==> src/logic/lpmc_cfg.svh <==
`ifndef LPMC_CFG_SVH
`define LPMC_CFG_SVH
// Reduced clock rates applied in idle, in MHz.
`define LPMC_MEM_IDLE_MHZ 12'h10a
`define LPMC_AXI_IDLE_MHZ 12'h085
// Stopped clock rate.
`define LPMC_CLK_OFF_MHZ  12'h000
// Width of the clock rate outputs.
`define LPMC_MHZ_W        12
// Reset value of the latched target mode (run).
`define LPMC_TGT_RST      3'h5
`endif

==> src/logic/lpmc_pkg.sv <==
package lpmc_pkg;
  typedef enum logic [2:0] {
    LPMC_OFF     = 3'h0,
    LPMC_BBM     = 3'h1,
    LPMC_LP_SUSP = 3'h2,
    LPMC_SUSP    = 3'h3,
    LPMC_IDLE    = 3'h4,
    LPMC_RUN     = 3'h5
  } lpmc_mode_e;

  typedef enum logic [1:0] {
    LPMC_LPS_RUN  = 2'h0,
    LPMC_LPS_WAIT = 2'h1,
    LPMC_LPS_STOP = 2'h2
  } lpmc_lps_e;

  typedef enum logic [2:0] {
    LPMC_S_RUN   = 3'h0,
    LPMC_S_SR    = 3'h1,
    LPMC_S_CLK   = 3'h2,
    LPMC_S_HOLD  = 3'h3,
    LPMC_S_WSTBY = 3'h4
  } lpmc_state_e;

  typedef enum logic [1:0] {
    LPMC_WK_RTC  = 2'h0,
    LPMC_WK_GPIO = 2'h1,
    LPMC_WK_USB  = 2'h2,
    LPMC_WK_OTH  = 2'h3
  } lpmc_wake_e;
endpackage

==> src/logic/lpmc_ctrl.sv <==
`timescale 1ns/1ns
`default_nettype none
`include "lpmc_cfg.svh"
module lpmc_ctrl #(
  parameter logic [`LPMC_MHZ_W-1:0] MEM_RUN_MHZ = 12'h190,
  parameter logic [`LPMC_MHZ_W-1:0] AXI_RUN_MHZ = 12'h0c8
) (
  input  wire logic                   clock_i,
  input  wire logic                   rst_i,
  input  wire logic                   enter_i,
  input  wire logic [2:0]             target_mode_i,
  input  wire logic                   sr_done_i,
  input  wire logic                   mem_pending_i,
  input  wire logic [3:0]             wake_i,
  output logic [1:0]                  low_power_setting_o,
  output logic                        lps_apply_o,
  output logic [`LPMC_MHZ_W-1:0]      mem_clk_mhz_o,
  output logic [`LPMC_MHZ_W-1:0]      axi_clk_mhz_o,
  output logic                        standby_request_out_o,
  output logic                        sr_cmd_o,
  output logic                        sr_auto_o,
  output logic                        battery_backed_io_rail_o,
  output logic                        core_rails_o,
  output logic                        ana_1v8_rails_o,
  output logic                        cpu_cluster_rail_o,
  output logic                        l3_on_o,
  output logic                        dram_ctrl_on_o,
  output logic                        system_pll_one_o,
  output logic                        xtal_on_o,
  output logic                        rtc_on_o,
  output logic                        wake_ack_o,
  output logic [2:0]                  mode_o
);

  lpmc_pkg::lpmc_state_e state;
  lpmc_pkg::lpmc_state_e next_state;
  lpmc_pkg::lpmc_mode_e  tgt;
  logic                  wake_ok;
  logic                  lp_mode;
  logic                  low_tgt;

  // Returns whether a wakeup source may end the given mode.
  function automatic logic wake_allowed(input lpmc_pkg::lpmc_mode_e m,
                                        input logic [3:0] w);
    logic ok;
    ok = 1'b0;
    case (m)
      lpmc_pkg::LPMC_IDLE: ok = |w;
      lpmc_pkg::LPMC_SUSP,
      lpmc_pkg::LPMC_LP_SUSP: ok = w[lpmc_pkg::LPMC_WK_RTC] |
                                   w[lpmc_pkg::LPMC_WK_GPIO];
      lpmc_pkg::LPMC_BBM: ok = w[lpmc_pkg::LPMC_WK_RTC];
      default: ok = 1'b0;
    endcase
    return ok;
  endfunction

  assign wake_ok = (state == lpmc_pkg::LPMC_S_HOLD) &&
                   wake_allowed(tgt, wake_i);
  assign low_tgt = (target_mode_i <= 3'(lpmc_pkg::LPMC_IDLE));
  assign lp_mode = (state == lpmc_pkg::LPMC_S_CLK) ||
                   (state == lpmc_pkg::LPMC_S_HOLD) ||
                   (state == lpmc_pkg::LPMC_S_WSTBY);

  // Latches the requested low-power mode on entry.
  always_ff @(posedge clock_i or posedge rst_i) begin
    if (rst_i) begin
      tgt <= lpmc_pkg::LPMC_RUN;
    end else if (state == lpmc_pkg::LPMC_S_RUN && enter_i && low_tgt) begin
      tgt <= lpmc_pkg::lpmc_mode_e'(target_mode_i);
    end else if (state == lpmc_pkg::LPMC_S_RUN) begin
      tgt <= lpmc_pkg::lpmc_mode_e'(`LPMC_TGT_RST);
    end
  end

  always_comb begin
    next_state = state;
    case (state)
      lpmc_pkg::LPMC_S_RUN: begin
        if (enter_i && low_tgt) begin
          if (target_mode_i == 3'(lpmc_pkg::LPMC_SUSP) ||
              target_mode_i == 3'(lpmc_pkg::LPMC_LP_SUSP)) begin
            next_state = lpmc_pkg::LPMC_S_SR;
          end else begin
            next_state = lpmc_pkg::LPMC_S_CLK;
          end
        end
      end
      lpmc_pkg::LPMC_S_SR: begin
        if (sr_done_i) begin
          next_state = lpmc_pkg::LPMC_S_CLK;
        end
      end
      lpmc_pkg::LPMC_S_CLK: next_state = lpmc_pkg::LPMC_S_HOLD;
      lpmc_pkg::LPMC_S_HOLD: begin
        if (wake_ok) begin
          next_state = lpmc_pkg::LPMC_S_WSTBY;
        end
      end
      lpmc_pkg::LPMC_S_WSTBY: next_state = lpmc_pkg::LPMC_S_RUN;
      default: next_state = lpmc_pkg::LPMC_S_RUN;
    endcase
  end

  always_ff @(posedge clock_i or posedge rst_i) begin
    if (rst_i) begin
      state <= lpmc_pkg::LPMC_S_RUN;
    end else begin
      state <= next_state;
    end
  end

  // Clock controller setting and clock rates.
  always_ff @(posedge clock_i or posedge rst_i) begin
    if (rst_i) begin
      low_power_setting_o <= lpmc_pkg::LPMC_LPS_RUN;
      lps_apply_o         <= 1'b1;
      mem_clk_mhz_o       <= MEM_RUN_MHZ;
      axi_clk_mhz_o       <= AXI_RUN_MHZ;
    end else if (!lp_mode) begin
      low_power_setting_o <= lpmc_pkg::LPMC_LPS_RUN;
      lps_apply_o         <= 1'b1;
      mem_clk_mhz_o       <= MEM_RUN_MHZ;
      axi_clk_mhz_o       <= AXI_RUN_MHZ;
    end else if (tgt == lpmc_pkg::LPMC_IDLE) begin
      low_power_setting_o <= lpmc_pkg::LPMC_LPS_WAIT;
      lps_apply_o         <= 1'b1;
      mem_clk_mhz_o       <= `LPMC_MEM_IDLE_MHZ;
      axi_clk_mhz_o       <= `LPMC_AXI_IDLE_MHZ;
    end else begin
      low_power_setting_o <= lpmc_pkg::LPMC_LPS_STOP;
      lps_apply_o         <= (tgt == lpmc_pkg::LPMC_SUSP) ||
                             (tgt == lpmc_pkg::LPMC_LP_SUSP);
      mem_clk_mhz_o       <= `LPMC_CLK_OFF_MHZ;
      axi_clk_mhz_o       <= `LPMC_CLK_OFF_MHZ;
    end
  end

  // Self-refresh handling.
  always_ff @(posedge clock_i or posedge rst_i) begin
    if (rst_i) begin
      sr_cmd_o  <= 1'b0;
      sr_auto_o <= 1'b0;
    end else begin
      sr_cmd_o  <= (state == lpmc_pkg::LPMC_S_SR) ||
                   (lp_mode && tgt != lpmc_pkg::LPMC_IDLE &&
                    tgt != lpmc_pkg::LPMC_BBM &&
                    tgt != lpmc_pkg::LPMC_OFF);
      sr_auto_o <= lp_mode && tgt == lpmc_pkg::LPMC_IDLE &&
                   !mem_pending_i;
    end
  end

  // Standby request and rails, applied only once clocks are stopped.
  always_ff @(posedge clock_i or posedge rst_i) begin
    if (rst_i) begin
      standby_request_out_o    <= 1'b0;
      battery_backed_io_rail_o <= 1'b1;
      core_rails_o             <= 1'b1;
      ana_1v8_rails_o          <= 1'b1;
      cpu_cluster_rail_o       <= 1'b1;
    end else if (state == lpmc_pkg::LPMC_S_HOLD && !wake_ok &&
                 tgt != lpmc_pkg::LPMC_IDLE) begin
      standby_request_out_o    <= 1'b1;
      battery_backed_io_rail_o <= (tgt != lpmc_pkg::LPMC_OFF);
      core_rails_o             <= (tgt == lpmc_pkg::LPMC_SUSP) ||
                                  (tgt == lpmc_pkg::LPMC_LP_SUSP);
      ana_1v8_rails_o          <= (tgt == lpmc_pkg::LPMC_SUSP);
      cpu_cluster_rail_o       <= 1'b0;
    end else begin
      standby_request_out_o    <= 1'b0;
      battery_backed_io_rail_o <= 1'b1;
      core_rails_o             <= 1'b1;
      ana_1v8_rails_o          <= 1'b1;
      cpu_cluster_rail_o       <= 1'b1;
    end
  end

  // Module power states and wakeup report.
  always_ff @(posedge clock_i or posedge rst_i) begin
    if (rst_i) begin
      l3_on_o          <= 1'b1;
      dram_ctrl_on_o   <= 1'b1;
      system_pll_one_o <= 1'b1;
      xtal_on_o        <= 1'b1;
      rtc_on_o         <= 1'b1;
      wake_ack_o       <= 1'b0;
      mode_o           <= 3'(lpmc_pkg::LPMC_RUN);
    end else begin
      l3_on_o          <= !lp_mode || tgt == lpmc_pkg::LPMC_IDLE;
      dram_ctrl_on_o   <= !lp_mode || tgt == lpmc_pkg::LPMC_IDLE;
      system_pll_one_o <= !lp_mode || tgt == lpmc_pkg::LPMC_IDLE;
      xtal_on_o        <= !lp_mode || tgt == lpmc_pkg::LPMC_IDLE;
      rtc_on_o         <= !lp_mode || tgt != lpmc_pkg::LPMC_OFF;
      wake_ack_o       <= wake_ok;
      mode_o           <= lp_mode ? 3'(tgt) : 3'(lpmc_pkg::LPMC_RUN);
    end
  end
endmodule
`default_nettype wire

==> config.mk <==
export PLATFORM = sky130hd
export DESIGN_NAME = lpmc_ctrl
export DESIGN_NICKNAME = d
export VERILOG_FILES = /design/src/logic/lpmc_pkg.sv /design/src/logic/lpmc_ctrl.sv
export VERILOG_INCLUDE_DIRS = /design/src /design/src/logic
export SDC_FILE = /design/constraint.sdc
export NUM_CORES = 1
export LEC_CHECK = 0
export ABC_AREA = 1
export BUFFER_PORTS_ARGS = -buffer_cell sky130_fd_sc_hd__buf_2
export CORE_MARGIN = 2
export CORE_UTILIZATION = 40
export CTS_BUF_LIST = sky130_fd_sc_hd__clkbuf_16
export DETAILED_ROUTE_END_ITERATION = 10
export PLACE_DENSITY = 0.74
export SYNTH_ARGS = -nofsm -noshare
export SYNTH_HDL_FRONTEND = slang
export SYNTH_SLANG_ARGS = --single-unit
==> constraint.sdc <==
create_clock -name clock_i -period 1.3 [get_ports clock_i]
set_clock_uncertainty 0.1 [all_clocks]
set_input_delay 0.13 -clock clock_i [delete_from_list [all_inputs] [get_ports clock_i]]
set_output_delay 0.13 -clock clock_i [all_outputs]
set_load 0.005 [all_outputs]
Word-level counts from Yosys, hierarchy flattened
Cells that the tools add are included.
Word-level totals
  register bits: 46
  input port bits: 12
  logic and storage cells: 83
Operators by class
  order comparisons: 1
  equality and inequality tests: 15
  multiplexer cells: 22
  bitwise operators: 1
  reductions and logical operators: 27
Operators by type and width (count)
  3-bit by 2-bit equality test with 1-bit output, second input constant: 6
  3-bit two-way mux: 6
  9-bit two-way mux: 2
  8-bit two-way mux: 2
  3-bit one-hot mux with 4 select lines: 1
  1-bit logical AND: 11
  1-bit logical OR: 7
  1-bit two-way mux: 7
  3-bit by 1-bit equality test with 1-bit output, second input constant: 2
  3-bit equality test, second input constant: 2
  2-bit two-way mux: 3
  2-bit != test, second input constant: 2
  4-bit OR reduction: 1
  3-bit less-or-equal comparator, second input constant: 1
  1-bit zero test: 3
  3-bit zero test: 1
  3-bit by 1-bit != test with 1-bit output, second input constant: 1
  3-bit != test, second input constant: 1
  1-bit one-hot mux with 3 select lines: 1
  3-bit AND reduction: 1
  3-bit nonzero test: 1
  2-bit by 1-bit != test with 1-bit output, second input constant: 1
  2-bit nonzero test: 1
  2-bit OR reduction: 1
  1-bit OR: 1

Logic depth before layout (Yosys ltp)
Gate-level depths: netlist (run 1).
  word-level depth: 8
  gate-level depth with buffers: 9

Worst setup path before layout (run 1)
Ideal clock, no wire load.
  path kind: register to register
  from: register tgt[2]
  to: register state[0]
  setup time: 0.117 ns
  arrival time: 1.127 ns
  slack: -0.043 ns
  cell stages (with the launch flop): 8
  path buffers: 0
  clock period less this slack: 1.343 ns
  cells stage by stage: dfstp_2 > inv_2 > nor3_4 > nand2_2 > nand3_2 > nand2_2 > nand2_1 > nand2_1
On the way
  word-level cells in the longest chain between the ends: 6
  elaborated cells between the ends (all ways): 9
  those cells by class: eq/ne: 5; mux: 1; reduce/logical: 3
RTL lines
  start, declared: RTL line lpmc_ctrl.sv:37  | lpmc_pkg::lpmc_mode_e tgt;
  start signal, assigned: RTL line lpmc_ctrl.sv:68  | tgt <= lpmc_pkg::LPMC_RUN;
  start signal, assigned: RTL line lpmc_ctrl.sv:70  | tgt <= lpmc_pkg::lpmc_mode_e'(target_mode_i);
  start signal, assigned: RTL line lpmc_ctrl.sv:72  | tgt <= lpmc_pkg::lpmc_mode_e'(`LPMC_TGT_RST);
  3-bit by 2-bit equality test with 1-bit output: RTL line lpmc_ctrl.sv:47  | case (m)
  2-bit OR reduction: RTL line lpmc_ctrl.sv:47
  1-bit one-hot mux with 3 select lines *: RTL line lpmc_ctrl.sv:47
  1-bit logical AND *: RTL line lpmc_ctrl.sv:58  | assign wake_ok = (state == lpmc_pkg::LPMC_S_HOLD) &&
  2-bit != test (no source line) *
  3-bit AND reduction (no source line) *
  end signal, assigned: RTL line lpmc_ctrl.sv:107  | state <= lpmc_pkg::LPMC_S_RUN;
  end signal, assigned: RTL line lpmc_ctrl.sv:109  | state <= next_state;
  end, declared: RTL line lpmc_ctrl.sv:35  | lpmc_pkg::lpmc_state_e state;
Every way passes the cells marked *; elsewhere a longest branch is shown, timed or not.
A chain may end at the register's enable or synchronous reset.

Final worst setup path (run 1)
Ends and elaborated chain as after synthesis.

==> results.md, run 1 <==
- Total gr overflow: 0
- Final period util: 108%
- Failing checks: setup timing
- Initial antenna violation count: 0
- HP Class: primary input to register
- Die H: 57.4 um
- Max incr delay on CP: 0.57 ns
- Net switching power: 1.18 mW
- Post-synth top area share: 27.7%
- Synthesized-area fraction occupied by adder cells: 0%
- Post-Syn Area per Cell: 9.04 um^2
- Status: finished with violations
- Clock Tree Root: clkbuf_16
- Met1 usage: 12.8%
- Switching Share: 34.9%
- Synth area leader: dfstp_2
- Final ANT Viol Nets: 0
- CP Launch Type: register
- Complex-gate fraction of the synthesized area: 3.19%
- Grt met2 use: 23.4%
- Tot GR Track Use: 12.5%
- Crit. End Element: register
- Crit-path slowest cell: dfstp_2
- Ant. Diodes: 0
- Asr flop ratio synth: 100%
- Die ar.: 0.00329 mm^2
- Post-layout util: 51.7%
- Synth warn: 0
- Filler cells: 251
- Netlist Area Pre-Place: 0.00114 mm^2
- Post-synthesis mux area share: 0%
- Met3 usage: 2.95%
- CTS H-Tree Depth: 1
- Setup CP Type: register to register
- Main combinational cell family by area after synthesis: buffers and inverters
- Post-synthesis xor/xnor area fraction: 0%
- Crit-path max FO: 4
- Logic pwr share: 42.0%
- Clk sinks: 23
- Most common cell in the synthesized netlist: buf_4
- Crit path required time: 1.35 ns
- Max Cap Viol: 0
- CTS tree: built
- Residual DRC count: 0
- Post-synth EDFFs: 0
- Clk network pwr share: 19.3%
- Router iterations before antenna repair: 5
- Flops & latches, synth: 23
- IO Port Bufs: 40
- Global routing's busiest layer: met2
- Reg power frac: 38.7%
- Peak Freq: 0.714 GHz
- Setup Total Neg Slack: -0.746 ns
- Synth-to-layout area growth: 24.2%
- Share of cells above drive strength 1: 47.3%
- Clk buf depth: 2
- Prevailing post-synth register cell: dfstp_2
- Final worst setup slack: -0.0997 ns
- First-pass GRT wire length: 3110 um
- Synth cell types: 18
- Final nets: 182
- Leak: 0.773 nW
- Arr. time, crit path: 1.45 ns
- Simple-gate share of the synthesized area: 21.2%
- Core area: 0.00273 mm^2
- Largest net degree at the start of global routing: 24
- FP Rows: 19
- Routed WL: 1940 um
- Pwr dens: 2390 mW/mm^2
- Vias in the first global route: 782
- Routability cong.: 0.757
- Clock Pin Slew Worst Setup and Hold Paths: 0.06 ns
- Int Power: 2.19 mW
- Final setup fails: 14
- Area contributors post-synth: dfstp_2 28%, dfrtp_1 24%, buf_4 17%, nand2_1 6.9%, inv_1 5.6%
- Cells after Synth: 126
- Synth cell count leaders: 26 x buf_4, 21 x nand2_1, 17 x inv_1, 16 x nor2_1, 12 x dfstp_2
- Die width: 57.4 um
- Top-level port count: 55
- Area of the multi-input gates: 335 um^2
- Clock latency on the worst-skew pair: 0.25 ns
- Cell breakdown of the critical path: inv_2 > nor3_4 > nand2_2 > nand3_2 > nand2_2 > nand2_1 > nand2_1
- DR iter-0 viols: 10
- Unrepaired setup endpoints after global routing: true
- HPWL Detailed: 1550 um
- Storage element area: 591 um^2
- Max VDD drop: 1500 uV
- Total CTS buffers: 3
- DR vias: 858
- Routed len/inst: 9.70 um
- Fin. Hold Viols: 0
- Slew Limit Fails: 0
- Initial Util: 41.6%
- Sequential element share of the synthesized area: 51.9%
- DP Worst Slack: -0.0752 ns
- Via density: 4.29
- Post-layout min period: 1.40 ns
stage by stage:
step,total power [mW],cells,hold WS [ns],area (um^2)
floorplan,2.24,139,0.0230,1190
finish,3.37,200,0.0119,1410
global route,3.64,200,0.0368,1410
detailed placement,2.66,191,0.0716,1280
global placement,2.60,191,0.0695,1280
CTS,3.35,198,0.0150,1390
registers in the layout (all words and copies together) (netlist names):
name                      flops
low_power_setting_o           2
core_rails_o                  1
standby_request_out_o         1
rtc_on_o                      1
sr_cmd_o                      1
lps_apply_o                   1
ana_1v8_rails_o               1
mem_clk_mhz_o                 2
cpu_cluster_rail_o            1
tgt                           3
mode_o                        3
battery_backed_io_rail_o      1
state                         3
sr_auto_o                     1
wake_ack_o                    1
placed cells by master (no fill, tap or decap), drive strengths merged:
master	count
conb	14
o21ai	4
nor2	19
nand2	23
o22ai	2
dfstp	12
inv	19
dfrtp	11
clkinv	1
nor3	4
buf	50
clkbuf	3
nand3	5
dlygate4sd3	2
worst paths after layout:
| path | end | slack [ns] | startpoint | cells past startpoint |
|---|---|---|---|---|
| worst min-delay path | tgt[0]$_DFFE_PP1P_ | 0.01 | target_mode_i[0] | 3 |
| worst max-delay path | state[0]$_DFFE_PP0P_ | -0.1 | tgt[2]$_DFFE_PP1P_ | 7 |
| min in group asynchronous | tgt[1]$_DFFE_PP0P_ | 0.34 | rst_i | 4 |
| max in group asynchronous | core_rails_o$_DFF_PP1_ | 0.48 | rst_i | 4 |
| worst min register to register | ana_1v8_rails_o$_DFF_PP1_ | 0.47 | tgt[0]$_DFFE_PP1P_ | 2 |
| worst max register to register | state[0]$_DFFE_PP0P_ | -0.1 | tgt[2]$_DFFE_PP1P_ | 7 |
layer usage:
metal | up-vias | routed length (um)
li1 | 425 | -
met1 | 381 | 755
met2 | 47 | 956
met3 | 5 | 194
met4 | 0 | 33
met5 | - | 0
area by class of cell:
cell class | count | share of cell area (%)
Multi-Input combinational cell | 71 | 23.7
Inverter | 19 | 5.22
Timing Repair Buffer | 52 | 20.9
Tap cell | 31 | 2.74
Sequential cell | 23 | 41.8
Clock buffer | 3 | 5.31
Clock inverter | 1 | 0.354
kinds of logic (layout without fill, tap and decap cells):
group | count (synthesis) | after routing
flops | 23 | 23
simple gates | 51 | 51
compound gates | 6 | 6
other cells | 1 | 14
buf+inv | 45 | 75
critical path: cells and delay by family (launching register included):
| kind | cells | cell delay (ns) |
|---|---|---|
| DFF | 1 | 0.57 |
| and+or+nand+nor | 6 | 0.56 |
| buffers and inverters | 1 | 0.06 |
repair_timing:
item                       in CTS  in global routing
setup buffers                   1                  2
hold endpoints to repair       12                  0
pin swaps                       1                  0
setup endpoints to repair      12                 15
hold buffers                    2                  0
gates resized for setup         1                  6
power groups by stage:
stage / registers, mW / logic, mW / clock network [mW]
after floorplan: 1.33 / 0.909 / 0
after global placement: 1.29 / 1.31 / 0
after detailed placement: 1.32 / 1.34 / 0
after CTS: 1.31 / 1.37 / 0.667
after global routing: 1.35 / 1.60 / 0.692
final: 1.31 / 1.42 / 0.652
Power figures use the tool's default switching activity.
==> run 2, diff against run 1 <==
--- a/config.mk
+++ b/config.mk
@@ -8,11 +8,14 @@
 export LEC_CHECK = 0
 export ABC_AREA = 1
 export BUFFER_PORTS_ARGS = -buffer_cell sky130_fd_sc_hd__buf_2
+export CORE_ASPECT_RATIO = 1.4
 export CORE_MARGIN = 2
 export CORE_UTILIZATION = 40
 export CTS_BUF_LIST = sky130_fd_sc_hd__clkbuf_16
 export DETAILED_ROUTE_END_ITERATION = 10
+export GPL_ROUTABILITY_DRIVEN = 0
 export PLACE_DENSITY = 0.74
+export SKIP_LAST_GASP = 1
 export SYNTH_ARGS = -nofsm -noshare
 export SYNTH_HDL_FRONTEND = slang
 export SYNTH_SLANG_ARGS = --single-unit
==> run 2 against run 1 <==
Net effect:
- clock power is 2% lower
- hold slack better by 0.0085 ns
- the flow still finishes with violations (setup timing)
- flip-flop and latch count stayed put
- first-iteration DRC count is 10% lower
- critical path depth stayed put
- non-clock buffer count is 5 lower
- maximum frequency is 0.63% higher
- total power is 1.4% lower
- register-to-register slack hardly changed
- routed wire length is 8.9% lower
- core utilization is 1.3 points higher
==> results.md, run 2 (synthesized netlist as in run 1, its figures left out) <==
- DR iter-0 viols: 9 (was 10)
- CP Launch Type: register (unchanged)
- Router iterations before antenna repair: 4 (was 5)
- Fin cells: 200 (unchanged)
- HPWL Detailed: 1440 um (was 1550 um)
- CTS tree: built (unchanged)
- Clk buf depth: 2 (unchanged)
- Failing checks: setup timing (unchanged)
- Crit-path max FO: 4 (unchanged)
- Filler cells: 248 (was 251)
- Ant. Diodes: 0 (unchanged)
- Total CTS buffers: 3 (unchanged)
- Cell total after placement: 192 (was 191)
- Largest regs: mode_o x3, state x3, tgt x3 (unchanged)
- Post-layout util: 53.0% (was 51.7%)
- Residual DRC count: 0 (unchanged)
- Tot GR Track Use: 11.9% (was 12.5%)
- Clock Pin Slew Worst Setup and Hold Paths: 0.05 ns (was 0.06 ns)
- WHS Path Cells: 3 (unchanged)
- Arr. time, crit path: 1.44 ns (was 1.45 ns)
- Final ANT Viol Nets: 0 (unchanged)
- Synth-to-layout area growth: 24.3% (was 24.2%)
- Initial antenna violation count: 0 (unchanged)
- Pwr dens: 2350 mW/mm^2 (was 2390 mW/mm^2)
- Crit path required time: 1.35 ns (about the same)
- Total gr overflow: 0 (unchanged)
- R2R depth: 7 (unchanged)
- Most common cell after layout, fill and taps aside: buf_2 (unchanged)
- Final setup fails: 10 (was 14)
- Initial Util: 42.6% (was 41.6%)
- Slew Limit Fails: 0 (unchanged)
- First-pass GRT wire length: 2910 um (was 3110 um)
- Peak Freq: 0.719 GHz (was 0.714 GHz)
- FP Rows: 22 (was 19)
- Via density: 4.20 (was 4.29)
- Share of cells above drive strength 1: 48.8% (was 47.3%)
- Routed WL: 1770 um (was 1940 um)
- Fin. Hold Viols: 0 (unchanged)
- Most frequent cells in the layout: 40 x buf_2, 18 x nand2_1, 16 x inv_1 (was 40 x buf_2, 19 x nand2_1, 16 x nor2_1)
- IO Port Bufs: 40 (unchanged)
- Leak: 0.754 nW (was 0.773 nW)
- Setup Total Neg Slack: -0.309 ns (was -0.746 ns)
- Die width: 49.1 um (was 57.4 um)
- Vias in the first global route: 720 (was 782)
- Die ar.: 0.00330 mm^2 (was 0.00329 mm^2)
- R2R Setup Slk: -0.09 ns (was -0.1 ns)
- Crit. End Element: register (unchanged)
- Final nets: 177 (was 182)
- Unrepaired setup endpoints after global routing: true (unchanged)
- Largest net degree at the start of global routing: 24 (unchanged)
- Status: finished with violations (unchanged)
- Post-layout min period: 1.39 ns (was 1.40 ns)
- Routed len/inst: 8.84 um (was 9.70 um)
- Max VDD drop: 1140 uV (was 1500 uV)
- DR vias: 839 (was 858)
- Final worst setup slack: -0.0910 ns (was -0.0997 ns)
- Top-level port count: 55 (unchanged)
- Setup CP Type: register to register (unchanged)
- Total Power: 3.32 mW (was 3.37 mW)
- Clock Tree Root: clkbuf_16 (unchanged)
- Core area: 0.00267 mm^2 (was 0.00273 mm^2)
- CTS H-Tree Depth: 1 (unchanged)
- Clock latency on the worst-skew pair: 0.25 ns (about the same)
- Die H: 67.1 um (was 57.4 um)
- Max Cap Viol: 0 (unchanged)
- Final period util: 107% (was 108%)
- HP Class: primary input to register (unchanged)
- Clk sinks: 23 (unchanged)
## run 2: per-stage QoR
stage	hold WS (ns)	worst slack (ns)	area (um^2)
global route	0.0418	-0.151	1420
CTS	0.0215	-0.0455	1390
global placement	0.0683	-0.0162	1260
detailed placement	0.0669	-0.0625	1260
floorplan	0.0230	-0.0434	1190
finish	0.0204	-0.0910	1420
## run 2: per-layer routing
layer	share of wire (%)	global-route usage, %	up-vias
met3	11	2.47	5
met2	51	23.0	53
met4	2.4	7.86	0
li1	-	-	414
met1	36	11.1	367
met5	0	0	-
## run 2: critical path, cell delays in order (launching register included)
cell and delay (ns):
dfstp_2 0.59, inv_2 0.06, nor3_4 0.15, nand2_2 0.09, nand3_4 0.13, nand2_4 0.06, nand2_1 0.05, nand2_1 0.05
## run 2: cell type report
type / count / area, um^2 / share of cell area (%)
timing repair buffer: 47 / 258 / 18.2
sequential: 23 / 591 / 41.7
clock buffer: 3 / 75.1 / 5.31
inverter: 19 / 71.3 / 5.04
clock inverter: 1 / 5.00 / 0.354
multi-input combinational: 71 / 370 / 26.2
tap: 36 / 45.0 / 3.18
## run 2: path summary, 6_finish.rpt
kind,startpoint,end
min,target_mode_i[0],tgt[0]$_DFFE_PP1P_
min reg2reg,tgt[0]$_DFFE_PP1P_,ana_1v8_rails_o$_DFF_PP1_
min in group asynchronous,rst_i,sr_cmd_o$_DFF_PP0_
max in group asynchronous,rst_i,tgt[0]$_DFFE_PP1P_
max,tgt[2]$_DFFE_PP1P_,state[0]$_DFFE_PP0P_
max reg2reg,tgt[2]$_DFFE_PP1P_,state[0]$_DFFE_PP0P_
## run 2: power breakdown
| part | total [mW] | internal [mW] | switching [mW] |
|---|---|---|---|
| logic | 1.37 | 0.600 | 0.770 |
| clock network | 0.638 | 0.413 | 0.225 |
| registers | 1.32 | 1.12 | 0.192 |
## run 2: timing repair
action	in CTS	in global routing
resized for setup	4	8
gates cloned	0	0
setup endpoints to repair	9	15
pin swaps	2	3
buffers inserted	2	2
hold endpoints to repair	12	0
hold buffers	2	0
==> run 3, diff against run 2 <==
--- a/config.mk
+++ b/config.mk
@@ -14,6 +14,7 @@
 export CTS_BUF_LIST = sky130_fd_sc_hd__clkbuf_16
 export DETAILED_ROUTE_END_ITERATION = 10
 export GPL_ROUTABILITY_DRIVEN = 0
+export GPL_TIMING_DRIVEN = 0
 export PLACE_DENSITY = 0.74
 export SKIP_LAST_GASP = 1
 export SYNTH_ARGS = -nofsm -noshare
==> run 3 against run 2 <==
Net effect:
- the run still ends with setup timing left
- largest power group unchanged
- maximum frequency shrank 2.7%
- global-route usage rose by 2.5 points
- worst setup slack got worse by 0.039 ns
- total power increased by 12%
- largest cell class unchanged
- non-clock buffer count rose by 28
- critical path depth is the same
- combinational power rose by 30%
- register-to-register slack lost 0.04 ns
- design area is 17% higher
==> results.md, run 3 (synthesized netlist as in run 1, its figures left out) <==
- Tot GR Track Use: 14.4% (was 11.9%)
- R2R depth: 7 (unchanged)
- Leak: 0.900 nW (was 0.754 nW)
- Residual DRC count: 0 (unchanged)
- Largest net degree at the start of global routing: 24 (unchanged)
- Total gr overflow: 0 (unchanged)
- Finished Cell Area: 0.00165 mm^2 (was 0.00142 mm^2)
- Setup CP Type: register to register (unchanged)
- R2R Setup Slk: -0.13 ns (was -0.09 ns)
- Clock Pin Slew Worst Setup and Hold Paths: 0.06 ns (was 0.05 ns)
- Final worst setup slack: -0.130 ns (was -0.0910 ns)
- Failing checks: setup timing (unchanged)
- Routed WL: 2170 um (was 1770 um)
- Final period util: 110% (was 107%)
- Cell total after placement: 215 (was 192)
- Initial Util: 42.6% (unchanged)
- Share of cells above drive strength 1: 59.4% (was 48.8%)
- Max Cap Viol: 0 (unchanged)
- Max VDD drop: 968 uV (was 1140 uV)
- Crit. End Element: register (unchanged)
- Slew Limit Fails: 0 (unchanged)
- Pwr dens: 2260 mW/mm^2 (was 2350 mW/mm^2)
- DR iter-0 viols: 5 (was 9)
- CTS H-Tree Depth: 1 (unchanged)
- Synth-to-layout area growth: 45.1% (was 24.3%)
- CP Launch Type: register (unchanged)
- Arr. time, crit path: 1.47 ns (was 1.44 ns)
- HP Class: primary input to register (unchanged)
- Most common cell after layout, fill and taps aside: buf_2 (unchanged)
- Clock Tree Root: clkbuf_16 (unchanged)
- Post-layout min period: 1.43 ns (was 1.39 ns)
- Fin cells: 228 (was 200)
- Top-level port count: 55 (unchanged)
- Final nets: 205 (was 177)
- Crit-path max FO: 4 (unchanged)
- DR vias: 952 (was 839)
- Router iterations before antenna repair: 4 (unchanged)
- Clk sinks: 23 (unchanged)
- RR Endpoint: state[0]$_DFFE_PP0P_ (unchanged)
- FP Rows: 22 (unchanged)
- Clk buf depth: 2 (unchanged)
- Via density: 4.18 (was 4.20)
- IO Port Bufs: 40 (unchanged)
- Crit path required time: 1.34 ns (was 1.35 ns)
- Most frequent cells in the layout: 40 x buf_2, 32 x buf_4, 17 x nand2_1 (was 40 x buf_2, 18 x nand2_1, 16 x inv_1)
- First-pass GRT wire length: 3590 um (was 2910 um)
- Total CTS buffers: 3 (unchanged)
- Placed inst area: 0.00143 mm^2 (was 0.00126 mm^2)
- Final setup fails: 13 (was 10)
- Fin. Hold Viols: 0 (unchanged)
- Die H: 67.1 um (unchanged)
- Peak Freq: 0.699 GHz (was 0.719 GHz)
- Final ANT Viol Nets: 0 (unchanged)
- Unrepaired setup endpoints after global routing: true (unchanged)
- Die width: 49.1 um (unchanged)
- Die ar.: 0.00330 mm^2 (unchanged)
- Largest regs: mode_o x3, state x3, tgt x3 (unchanged)
- Clock latency on the worst-skew pair: 0.25 ns (about the same)
- HPWL Detailed: 1600 um (was 1440 um)
- Worst r2r src: tgt[2]$_DFFE_PP1P_ (unchanged)
- CTS tree: built (unchanged)
- Startpoint of the worst hold path: target_mode_i[0] (unchanged)
- Filler cells: 223 (was 248)
- WHS Path Cells: 3 (unchanged)
- Vias in the first global route: 888 (was 720)
- Hold EP: tgt[0]$_DFFE_PP1P_ (unchanged)
- Status: finished with violations (unchanged)
- Ant. Diodes: 0 (unchanged)
- Initial antenna violation count: 0 (unchanged)
- Core area: 0.00267 mm^2 (unchanged)
- Routed len/inst: 9.50 um (was 8.84 um)
## run 3: worst max path at each step
stage	start	to	slack [ns]
2_1_floorplan	tgt[2]$_DFFE_PP1P_	state[0]$_DFFE_PP0P_	-0.04
3_3_place_gp	tgt[2]$_DFFE_PP1P_	state[0]$_DFFE_PP0P_	-0.11
3_5_place_dp	tgt[2]$_DFFE_PP1P_	state[0]$_DFFE_PP0P_	-0.17
4_1_cts	tgt[2]$_DFFE_PP1P_	core_rails_o$_DFF_PP1_	-0.14
5_1_grt	tgt[2]$_DFFE_PP1P_	state[0]$_DFFE_PP0P_	-0.18
6_report	tgt[2]$_DFFE_PP1P_	state[0]$_DFFE_PP0P_	-0.13
## run 3: power by group
part           switching [mW]  internal [mW]  total, mW
clock network           0.227          0.410      0.636
registers               0.195           1.12       1.32
logic                   0.899          0.883       1.78
## run 3: area by class of cell
type | instances | area, um^2 | area share [%]
well taps | 36 | 45.0 | 2.73
clock buffers | 3 | 75.1 | 4.55
plain buffers | 26 | 195 | 11.8
inverters | 19 | 75.1 | 4.55
clock inverters | 1 | 3.75 | 0.227
flip-flops and latches | 23 | 591 | 35.8
repair buffers | 49 | 277 | 16.7
multi-input cells | 71 | 390 | 23.6
## run 3: metal layers
layer  wire length (um)  vias to the layer above  GRT usage, %
li1                   -                      473             -
met1                781                      414          13.7
met2               1080                       58          27.4
met3                238                        7          4.26
met4                 66                        0          7.86
met5                  0                        -             0
## run 3: per-stage QoR
stage,power [mW],hold slack [ns],worst slack (ns),utilization (%),setup TNS [ns]
floorplan,2.24,0.0230,-0.0434,-,-0.0434
global placement,2.70,0.194,-0.108,53.7,-0.426
detailed placement,2.76,0.207,-0.171,53.7,-1.08
CTS,3.54,0.0160,-0.136,59.2,-1.05
global route,4.02,0.0444,-0.178,61.9,-1.81
finish,3.74,0.0117,-0.130,61.9,-1.00
## run 3: critical path: stages (launching register included)
cell	delay (ns)
dfstp_2	0.54
inv_2	0.06
nor3_4	0.20
nand2_2	0.11
nand3_4	0.14
nand2_4	0.06
nand2_1	0.06
nand2_1	0.05
## run 3: repair_timing
action | in CTS | in global routing
buffers inserted | 2 | 5
setup endpoints to repair | 13 | 28
endpoints found under the hold margin | 12 | 0
cloned | 0 | 0
pin swaps | 7 | 11
hold buffers | 2 | 0
resized for setup | 9 | 13
